--- config.mk ---
export PLATFORM = sky130hd
export DESIGN_NAME = cvr_ctrl
export DESIGN_NICKNAME = d
export VERILOG_FILES = /design/src/rtl/cvr_pkg.sv /design/src/rtl/cvr_cmp_if.sv /design/src/rtl/cvr_cmp_chan.sv /design/src/rtl/cvr_ctrl.sv
export SDC_FILE = /design/constraint.sdc
export NUM_CORES = 1
export LEC_CHECK = 0
export BUFFER_PORTS_ARGS = -buffer_cell sky130_fd_sc_hd__buf_2
export CORE_MARGIN = 1.5
export CORE_UTILIZATION = 37
export CTS_BUF_LIST = sky130_fd_sc_hd__clkbuf_4
export CTS_CLUSTER_SIZE = 25
export DETAILED_ROUTE_END_ITERATION = 10
export MAX_ROUTING_LAYER = met4
export PLACE_DENSITY_LB_ADDON = 0.12
export REMOVE_ABC_BUFFERS = 1
export SETUP_SLACK_MARGIN = 0.05
export SLEW_MARGIN = 20
export SYNTH_ARGS = -nofsm -noshare
export SYNTH_HDL_FRONTEND = slang
export SYNTH_SLANG_ARGS = --single-unit
--- constraint.sdc ---
create_clock -name core_clk -period 1.7 [get_ports core_clk]
set_input_delay 0.085 -clock core_clk [delete_from_list [all_inputs] [get_ports core_clk]]
set_output_delay 0.085 -clock core_clk [all_outputs]
set_load 0.005 [all_outputs]
--- src/rtl/cvr_pkg.sv ---
// Purpose: Shared constants for the comparator and reference control block.
// Assumes: Byte-wide registers reached over a plain strobe port.
// Notes: Bit positions are common to both comparator control registers, except bit 4: timer select on A, positive-input alternate on B.
package cvr_pkg;
    // =====================================================================
    // Register map
    // =====================================================================
    localparam int ADDR_W = 2;
    localparam int DATA_W = 8;
    localparam logic [ADDR_W-1:0] ADDR_CMP_A = 2'h0;
    localparam logic [ADDR_W-1:0] ADDR_CMP_B = 2'h1;
    localparam logic [ADDR_W-1:0] ADDR_LADDER = 2'h2;
    localparam logic [DATA_W-1:0] RST_CMP = 8'hff;
    localparam logic [DATA_W-1:0] RST_LADDER = 8'h1f;
    localparam logic [DATA_W-1:0] RD_UNMAPPED = 8'h00;

    // =====================================================================
    // Comparator control fields
    // =====================================================================
    localparam int BIT_RESULT = 7;
    localparam int BIT_ROUTE_N = 6;
    localparam int BIT_NONINV = 5;
    localparam int BIT_A_TIMER_N = 4;
    localparam int BIT_B_POS_ALT = 4;
    localparam int BIT_ON = 3;
    localparam int BIT_NEG_SEL = 2;
    localparam int BIT_POS_SEL = 1;
    localparam int BIT_WAKE_DIS = 0;

    // =====================================================================
    // Reference ladder fields and scaling, in 96ths of supply
    // =====================================================================
    localparam int BIT_L_POWER = 7;
    localparam int BIT_L_PIN_A = 6;
    localparam int BIT_L_PIN_B = 5;
    localparam int BIT_L_LOW = 4;
    localparam int LEVEL_W = 4;
    localparam int CODE_W = 7;
    localparam logic [CODE_W-1:0] LADDER_LOW_STEP = 7'h04;
    localparam logic [CODE_W-1:0] LADDER_HIGH_BASE = 7'h18;
    localparam logic [CODE_W-1:0] LADDER_HIGH_STEP = 7'h03;

    // =====================================================================
    // Analog pin override indices and comparator B positive mux
    // =====================================================================
    localparam int FORCE_W = 4;
    localparam int FORCE_A_POS = 0;
    localparam int FORCE_A_NEG = 1;
    localparam int FORCE_B_POS = 2;
    localparam int FORCE_B_NEG = 3;

    typedef enum logic [1:0] {
        BPOS_OWN_PIN = 2'h0,
        BPOS_A_POS_PIN = 2'h1,
        BPOS_B_NEG_PIN = 2'h3
    } cvr_bpos_t;
endpackage : cvr_pkg

--- src/rtl/cvr_cmp_if.sv ---
// Purpose: Carries one comparator's control and conditioned output.
// Assumes: Control side and channel side share one clock.
// Notes: Channel outputs are all registered.
interface cvr_cmp_if;
    logic on;
    logic noninvert;
    logic route_n;
    logic result;
    logic pin_out;
    logic pin_oe_n;

    modport ctrl_side (
        output on,
        output noninvert,
        output route_n,
        input result,
        input pin_out,
        input pin_oe_n
    );

    modport chan_side (
        input on,
        input noninvert,
        input route_n,
        output result,
        output pin_out,
        output pin_oe_n
    );
endinterface : cvr_cmp_if

--- src/rtl/cvr_cmp_chan.sv ---
// Purpose: Synchronises one comparator output, applies polarity and routing.
// Assumes: The raw comparator level is asynchronous to core_clk.
// Notes: The result holds its last value while the comparator is off.
module cvr_cmp_chan
    import cvr_pkg::*;
(
    input wire logic core_clk,
    input wire logic sys_rst,
    input wire logic raw,
    cvr_cmp_if.chan_side cmp
);
    logic raw_s1_q;
    logic raw_s2_q;
    logic result_q;
    logic result_d;
    logic pin_out_q;
    logic pin_oe_n_q;

    // =====================================================================
    // Input synchroniser
    // =====================================================================
    always_ff @(posedge core_clk or posedge sys_rst) begin
        if (sys_rst) begin
            raw_s1_q <= 1'b1;
            raw_s2_q <= 1'b1;
        end else begin
            raw_s1_q <= raw;
            raw_s2_q <= raw_s1_q;
        end
    end

    // =====================================================================
    // Polarity and pin routing
    // =====================================================================
    always_comb begin
        result_d = cmp.on ? (raw_s2_q ^ ~cmp.noninvert) : result_q;
    end

    always_ff @(posedge core_clk or posedge sys_rst) begin
        if (sys_rst) begin
            result_q <= 1'b1;
        end else begin
            result_q <= result_d;
        end
    end

    // The pin is released while off so the port logic regains it.
    always_ff @(posedge core_clk or posedge sys_rst) begin
        if (sys_rst) begin
            pin_out_q <= 1'b1;
            pin_oe_n_q <= 1'b1;
        end else begin
            pin_out_q <= result_d;
            pin_oe_n_q <= ~(cmp.on & ~cmp.route_n);
        end
    end

    assign cmp.result = result_q;
    assign cmp.pin_out = pin_out_q;
    assign cmp.pin_oe_n = pin_oe_n_q;
endmodule : cvr_cmp_chan

--- src/rtl/cvr_ctrl.sv ---
// Purpose: Registers and control for two comparators and a reference ladder.
// Assumes: Analog parts sit outside; raw comparator levels are asynchronous.
// Notes: Every output is registered, so effects lag a write by two cycles.
//
// Design decisions made here: strobed register access and the register offsets.
module cvr_ctrl
    import cvr_pkg::*;
(
    input wire logic core_clk,
    input wire logic sys_rst,
    input wire logic [ADDR_W-1:0] reg_addr,
    input wire logic [DATA_W-1:0] reg_wdata,
    input wire logic reg_wr,
    input wire logic reg_rd,
    output logic [DATA_W-1:0] reg_rdata,
    input wire logic cmp_a_raw,
    input wire logic cmp_b_raw,
    output logic cmp_a_on,
    output logic cmp_b_on,
    output logic cmp_a_neg_pin_sel,
    output logic cmp_a_pos_pin_sel,
    output logic [1:0] cmp_b_pos_mux,
    output logic cmp_b_neg_pin_sel,
    output logic cmp_a_pin_out,
    output logic cmp_a_pin_oe_n,
    output logic cmp_b_pin_out,
    output logic cmp_b_pin_oe_n,
    output logic timer_cmp_select,
    output logic timer_cmp_clk,
    output logic [FORCE_W-1:0] pin_analog_force,
    output logic cmp_wake_set,
    output logic ladder_power_on,
    output logic ladder_pin_a_drive,
    output logic ladder_pin_b_drive,
    output logic ladder_low_range,
    output logic [LEVEL_W-1:0] ladder_level,
    output logic [CODE_W-1:0] ladder_code,
    output logic ladder_grounded
);

    logic [DATA_W-2:0] ctrl_a_q;
    logic [DATA_W-2:0] ctrl_b_q;
    logic [DATA_W-1:0] ladder_q;
    logic [DATA_W-1:0] rdata_q;
    logic [1:0] snap_q;
    logic armed_q;
    logic wake_q;
    logic wake_d;
    logic rd_latch;
    logic a_on;
    logic b_on;
    logic a_change;
    logic b_change;
    logic a_en_q;
    logic b_en_q;
    logic a_neg_q;
    logic a_pos_q;
    logic b_neg_q;
    logic [1:0] b_mux_q;
    logic b_mux_alt;
    cvr_bpos_t b_mux_d;
    logic tsel_q;
    logic tclk_q;
    logic [FORCE_W-1:0] force_d;
    logic [FORCE_W-1:0] force_q;
    logic l_pow_q;
    logic l_pa_q;
    logic l_pb_q;
    logic l_low_q;
    logic [LEVEL_W-1:0] l_lvl_q;
    logic [CODE_W-1:0] l_code_q;
    logic [CODE_W-1:0] l_code_d;
    logic [CODE_W-1:0] l_lvl_w;
    logic l_gnd_q;

    cvr_cmp_if cmp_if_a ();
    cvr_cmp_if cmp_if_b ();

    // =====================================================================
    // Register file
    // =====================================================================
    // The result bit is not stored here; writes to bit 7 of either comparator register are dropped.
    always_ff @(posedge core_clk or posedge sys_rst) begin
        if (sys_rst) begin
            ctrl_a_q <= RST_CMP[DATA_W-2:0];
            ctrl_b_q <= RST_CMP[DATA_W-2:0];
            ladder_q <= RST_LADDER;
        end else if (reg_wr) begin
            if (reg_addr == ADDR_CMP_A) begin
                ctrl_a_q <= reg_wdata[DATA_W-2:0];
            end
            if (reg_addr == ADDR_CMP_B) begin
                ctrl_b_q <= reg_wdata[DATA_W-2:0];
            end
            if (reg_addr == ADDR_LADDER) begin
                ladder_q <= reg_wdata;
            end
        end
    end

    always_ff @(posedge core_clk or posedge sys_rst) begin
        if (sys_rst) begin
            rdata_q <= RD_UNMAPPED;
        end else if (reg_rd) begin
            unique case (reg_addr)
                ADDR_CMP_A: rdata_q <= {cmp_if_a.result, ctrl_a_q};
                ADDR_CMP_B: rdata_q <= {cmp_if_b.result, ctrl_b_q};
                ADDR_LADDER: rdata_q <= ladder_q;
                default: rdata_q <= RD_UNMAPPED;
            endcase
        end else begin
            rdata_q <= RD_UNMAPPED;
        end
    end

    // =====================================================================
    // Comparator channels
    // =====================================================================
    assign a_on = ctrl_a_q[BIT_ON];
    assign b_on = ctrl_b_q[BIT_ON];

    assign cmp_if_a.on = a_on;
    assign cmp_if_a.noninvert = ctrl_a_q[BIT_NONINV];
    assign cmp_if_a.route_n = ctrl_a_q[BIT_ROUTE_N];
    assign cmp_if_b.on = b_on;
    assign cmp_if_b.noninvert = ctrl_b_q[BIT_NONINV];
    assign cmp_if_b.route_n = ctrl_b_q[BIT_ROUTE_N];

    cvr_cmp_chan u_chan_a (
        .core_clk(core_clk),
        .sys_rst(sys_rst),
        .raw(cmp_a_raw),
        .cmp(cmp_if_a.chan_side)
    );

    cvr_cmp_chan u_chan_b (
        .core_clk(core_clk),
        .sys_rst(sys_rst),
        .raw(cmp_b_raw),
        .cmp(cmp_if_b.chan_side)
    );

    // =====================================================================
    // Input multiplexer selects
    // =====================================================================
    // B's selects fall back to their reset values while B is off.
    assign b_mux_alt = ctrl_b_q[BIT_B_POS_ALT];

    always_comb begin
        if (!b_on || ctrl_b_q[BIT_POS_SEL]) begin
            b_mux_d = BPOS_OWN_PIN;
        end else if (b_mux_alt) begin
            b_mux_d = BPOS_A_POS_PIN;
        end else begin
            b_mux_d = BPOS_B_NEG_PIN;
        end
    end

    always_ff @(posedge core_clk or posedge sys_rst) begin
        if (sys_rst) begin
            a_en_q <= 1'b1;
            b_en_q <= 1'b1;
            a_neg_q <= 1'b1;
            a_pos_q <= 1'b1;
            b_neg_q <= 1'b1;
            b_mux_q <= BPOS_OWN_PIN;
        end else begin
            a_en_q <= a_on;
            b_en_q <= b_on;
            a_neg_q <= ctrl_a_q[BIT_NEG_SEL];
            a_pos_q <= ctrl_a_q[BIT_POS_SEL];
            b_neg_q <= ~b_on | ctrl_b_q[BIT_NEG_SEL];
            b_mux_q <= b_mux_d;
        end
    end

    // =====================================================================
    // Analog pin overrides
    // =====================================================================
    // The analog-select register itself is never written here, so turning
    // a comparator off hands its pins back to the port settings, except A's positive pin while B on uses it.
    always_comb begin
        force_d = '0;
        force_d[FORCE_A_POS] = a_on & ctrl_a_q[BIT_POS_SEL];
        force_d[FORCE_A_NEG] = a_on & (ctrl_a_q[BIT_NEG_SEL] |
                                       ~ctrl_a_q[BIT_POS_SEL]);
        if (b_on) begin
            force_d[FORCE_B_POS] = ctrl_b_q[BIT_POS_SEL];
            force_d[FORCE_A_POS] = force_d[FORCE_A_POS] |
                (~ctrl_b_q[BIT_POS_SEL] & b_mux_alt);
            force_d[FORCE_B_NEG] = ctrl_b_q[BIT_NEG_SEL] |
                (~ctrl_b_q[BIT_POS_SEL] & ~b_mux_alt);
        end
    end

    always_ff @(posedge core_clk or posedge sys_rst) begin
        if (sys_rst) begin
            force_q <= '0;
        end else begin
            force_q <= force_d;
        end
    end

    // =====================================================================
    // Timer clock source
    // =====================================================================
    always_ff @(posedge core_clk or posedge sys_rst) begin
        if (sys_rst) begin
            tsel_q <= 1'b0;
            tclk_q <= 1'b1;
        end else begin
            tsel_q <= ~ctrl_a_q[BIT_A_TIMER_N];
            tclk_q <= cmp_if_a.result;
        end
    end

    // =====================================================================
    // Wake on change
    // =====================================================================
    // Reading either control register snapshots both results and arms the
    // detector. A hit disarms it, so one change gives a single pulse.
    assign rd_latch = reg_rd &&
        (reg_addr == ADDR_CMP_A || reg_addr == ADDR_CMP_B);
    assign a_change = a_on && !ctrl_a_q[BIT_WAKE_DIS] &&
        (cmp_if_a.result != snap_q[0]);
    assign b_change = b_on && !ctrl_b_q[BIT_WAKE_DIS] &&
        (cmp_if_b.result != snap_q[1]);
    assign wake_d = armed_q && (a_change || b_change);

    always_ff @(posedge core_clk or posedge sys_rst) begin
        if (sys_rst) begin
            snap_q <= 2'h3;
            armed_q <= 1'b0;
            wake_q <= 1'b0;
        end else begin
            wake_q <= wake_d;
            if (rd_latch) begin
                snap_q <= {cmp_if_b.result, cmp_if_a.result};
                armed_q <= 1'b1;
            end else if (wake_d) begin
                armed_q <= 1'b0;
            end
        end
    end

    // =====================================================================
    // Reference ladder
    // =====================================================================
    // Code is the ladder voltage in 96ths of supply, the common denominator
    // of both ranges, so the analog side needs one tap decoder.
    assign l_lvl_w = {{(CODE_W-LEVEL_W){1'b0}}, ladder_q[LEVEL_W-1:0]};

    always_comb begin
        if (ladder_q[BIT_L_LOW]) begin
            l_code_d = l_lvl_w * LADDER_LOW_STEP;
        end else begin
            l_code_d = LADDER_HIGH_BASE + l_lvl_w * LADDER_HIGH_STEP;
        end
    end

    always_ff @(posedge core_clk or posedge sys_rst) begin
        if (sys_rst) begin
            l_pow_q <= 1'b0;
            l_pa_q <= 1'b0;
            l_pb_q <= 1'b0;
            l_low_q <= 1'b1;
            l_lvl_q <= '1;
            l_code_q <= '0;
            l_gnd_q <= 1'b0;
        end else begin
            l_pow_q <= ladder_q[BIT_L_POWER];
            l_pa_q <= ladder_q[BIT_L_PIN_A];
            l_pb_q <= ladder_q[BIT_L_PIN_B];
            l_low_q <= ladder_q[BIT_L_LOW];
            l_lvl_q <= ladder_q[LEVEL_W-1:0];
            l_code_q <= l_code_d;
            l_gnd_q <= ~ladder_q[BIT_L_POWER] & ladder_q[BIT_L_LOW] &
                (ladder_q[LEVEL_W-1:0] == '0);
        end
    end

    // =====================================================================
    // Outputs
    // =====================================================================
    assign reg_rdata = rdata_q;
    assign cmp_a_on = a_en_q;
    assign cmp_b_on = b_en_q;
    assign cmp_a_neg_pin_sel = a_neg_q;
    assign cmp_a_pos_pin_sel = a_pos_q;
    assign cmp_b_pos_mux = b_mux_q;
    assign cmp_b_neg_pin_sel = b_neg_q;
    assign cmp_a_pin_out = cmp_if_a.pin_out;
    assign cmp_a_pin_oe_n = cmp_if_a.pin_oe_n;
    assign cmp_b_pin_out = cmp_if_b.pin_out;
    assign cmp_b_pin_oe_n = cmp_if_b.pin_oe_n;
    assign timer_cmp_select = tsel_q;
    assign timer_cmp_clk = tclk_q;
    assign pin_analog_force = force_q;
    assign cmp_wake_set = wake_q;
    assign ladder_power_on = l_pow_q;
    assign ladder_pin_a_drive = l_pa_q;
    assign ladder_pin_b_drive = l_pb_q;
    assign ladder_low_range = l_low_q;
    assign ladder_level = l_lvl_q;
    assign ladder_code = l_code_q;
    assign ladder_grounded = l_gnd_q;
endmodule : cvr_ctrl

==> results.md <==
* Post-synth cell types at 32
* Clock skew at between 0.01 and 0.015 ns
* Critical path's largest stage delay at between 0.5 and 0.6 ns
* Total power at 4330 uW
* Status: finished, final reports clean
* Number of antenna violations at the first check in global routing at 0
* Detailed Routing Iterations Pass 1 at 4
* Peak Freq at between 600 and 700 MHz
* Die Y at around 90 microns
* Power Dens Cells at about 1200 nW/um^2
* Type of destination of the critical path: flip-flop
* CP Launch Type: flip-flop
* Synthesized cell area at approximately 2800 sq um
* CP Buf/Inv Count at 2
* Period Utilization, post-route at 0.974
* Post-DP HPWL at ~3800 microns
* Die area at around 8000 sq um
* Placed inst area at between 3000 and 4000 sq um
* Hold_ws at roughly 0.13 ns
* Die width at approximately 90 microns
* Crit-path leading delay family: flip-flops
* CP Max Fanout at 3
* Initial Utilization at 0.385
* Final instance area at 3620 sq um
* Final Hold Fails at 0
* EDFF count, synth at 0
* P_leak at 0.00167 uW
* Number of global-route vias before repair at roughly 1900
* Nets at slightly above 300
* Reg2Reg Depth at 6
* Root Driver: clkbuf_4
* Most common cell in the netlist: dfstp_2
* CP required at approximately 2 ns
* Avg WL per Cell at 14.4 microns
* Layout Area Growth over Synthesis at 28.7%
* Wire length of the first global-routing pass at 9450 microns
* Data arrival, critical path at between 2 and 2.5 ns
* Yosys top cell by area: dfstp_2
* CTS tree: yes
* Async SR Flop Fraction at 1.00
* Post-synth top cells: dfstp_2, dfrtp_1, mux2_2
* Worst IR drop on VDD at between 500 and 600 uV
* Relative slew slack at 0.613
* Post-layout minimum cycle time at 1.66 ns
* Depth of the worst hold-timing path at 4
* IO Count at 58
* H-tree depth at 3
* Vias per cell at between 4 and 5
* Final ANT Viol Nets at 0
* Top_reg_cell synth: dfstp_2
* Port bufs at 57
* Clk_lat worst skew at around 0.42 ns
* Setup CP Type: flip-flop to flip-flop
* TritonCTS buffer count at 9
* CP Cell Sequence: inv_2, buf_6, fa_1, nand3b_1, a21oi_2, xnor2_1
* Setup TNS at 0 ns
* Core Area at around 7300 sq um
* Total Wirelength at 5540 microns
* Yosys warning count at 0
* Via count at around 1700
* Tightest Pin Transition at slightly below 0.6 ns
* Maxcap violations at 0
* Drt drc at 0
* #FFs+latches synth at between 70 and 80
* # clock sinks at approximately 70
* Largest net degree at the start of global routing at 27
* Synth Instances at 191
* Clock transition at path regs at roughly 0.11 ns
* Post-synthesis sequential area ratio at 0.650
* Slowest cell on the critical path: dfstp_2
* Iter 0 DRT Violations at between 60 and 70
* Yosys top cell area share at 0.374
* Area contributors post-synth: dfstp_2, dfrtp_1, mux2_2, mux2i_1, ha_1
* GRT overflow at 0
* Unrepaired setup endpoints after global routing: yes
* Slew Limit Fails at 0
* Tot GR Track Use at 0.159
* Synth Area per Inst at approximately 15 sq um
* # rows at 31
* Share of cells above drive strength 1 at 0.603
* Diodes inserted at 0
* Setup violators final at 0
* Hold WC Path Type: primary input to flip-flop
* Clock Path Buffers at 2
* Routability Congestion at 0.717
* Cell count along the critical path at 6
## routing by layer
layer  wire length [microns]  GRT usage
met1                    2460      0.193
met2                    2720      0.242
met3                     256     0.0550
met4                     101     0.0661
met5                       0          -
## report_power, final
group | switching, uW | internal, uW | total [uW]
logic | 453 | 617 | 1070
registers | 210 | 2190 | 2400
clock network | 562 | 298 | 860
## logic make-up after synthesis
family / share of synthesized area
flops: 0.650
xor+xnor: 0.0187
compound gates: 0.0432
buf+inv: 0.0240
simple gates: 0.0864
mux: 0.132
fa+ha+maj: 0.0454
## through the flow
step,setup WS (ns),utilization,cells
after floorplan,-0.115,-,186
after global placement,-0.00971,0.453,354
after detailed placement,-0.0179,0.453,354
after CTS,0.0227,0.492,383
after global routing,-0.0762,0.496,386
final,0.0445,0.496,386
## final cells by class
class / instances / area [sq um]
inverter: 10 / 37.5
tap: 99 / 124
sequential: 71 / 1830
clock buffer: 10 / 75.1
multi-input combinational: 105 / 972
fill: 689 / 3670
timing repair buffer: 85 / 554
clock inverter: 6 / 27.5
## flip-flops by register name, indices dropped and copies added (netlist names), 2 cells and up
register / count
cmp_b_pos_mux: 2
ctrl_a_q: 7
ctrl_b_q: 7
ladder_code: 7
ladder_level: 4
ladder_q: 8
pin_analog_force: 4
reg_rdata: 8
snap_q: 2
## cells in the final DEF, fill, tap and decap left out, drive strengths merged
cell and n:
fa 2, nor3 1, nor2b 4, a21oi 1, nor2 4, o21ai 3
inv 10, nand2b 3, o2bb2ai 1, xor2 2, ha 7, a31o 1
nand3b 4, dfrtp 31, and2 2, clkinv 6, a22o 1, a21boi 9
and2b 1, and4b 1, mux2 25, or2 7, o21a 1, xnor2 4
dlygate4sd3 12, dfstp 40, clkbuf 10, buf 73, mux2i 9, nand2 11
nor3b 1
## what timing repair did
item                                   CTS  global route
resized for setup                        9             3
pin swaps                                4             4
setup endpoints to repair                4             4
hold buffers                            12             0
gates cloned                             0             0
endpoints found under the hold margin   50             0
buffers inserted                         1             3
## tightest hold or removal path, stage by stage
cell     delay [ns]
buf_2          0.13
nor3b_4        0.20
nand2_1        0.07
o21ai_0        0.07
## final timing paths
kind,start,end,slack [ns]
worst max-delay path,ladder_q[3],ladder_code[5],0.04
worst min-delay path,reg_wr,ctrl_a_q[4],0.13
worst max register to register,ladder_q[3],ladder_code[5],0.04
worst min register to register,u_chan_b.raw_s1_q,u_chan_b.raw_s2_q,0.36
max in group asynchronous,sys_rst,u_chan_b.cmp.pin_oe_n,0.83
min in group asynchronous,sys_rst,pin_analog_force[0],0.26
Power figures use the tool's default switching activity.
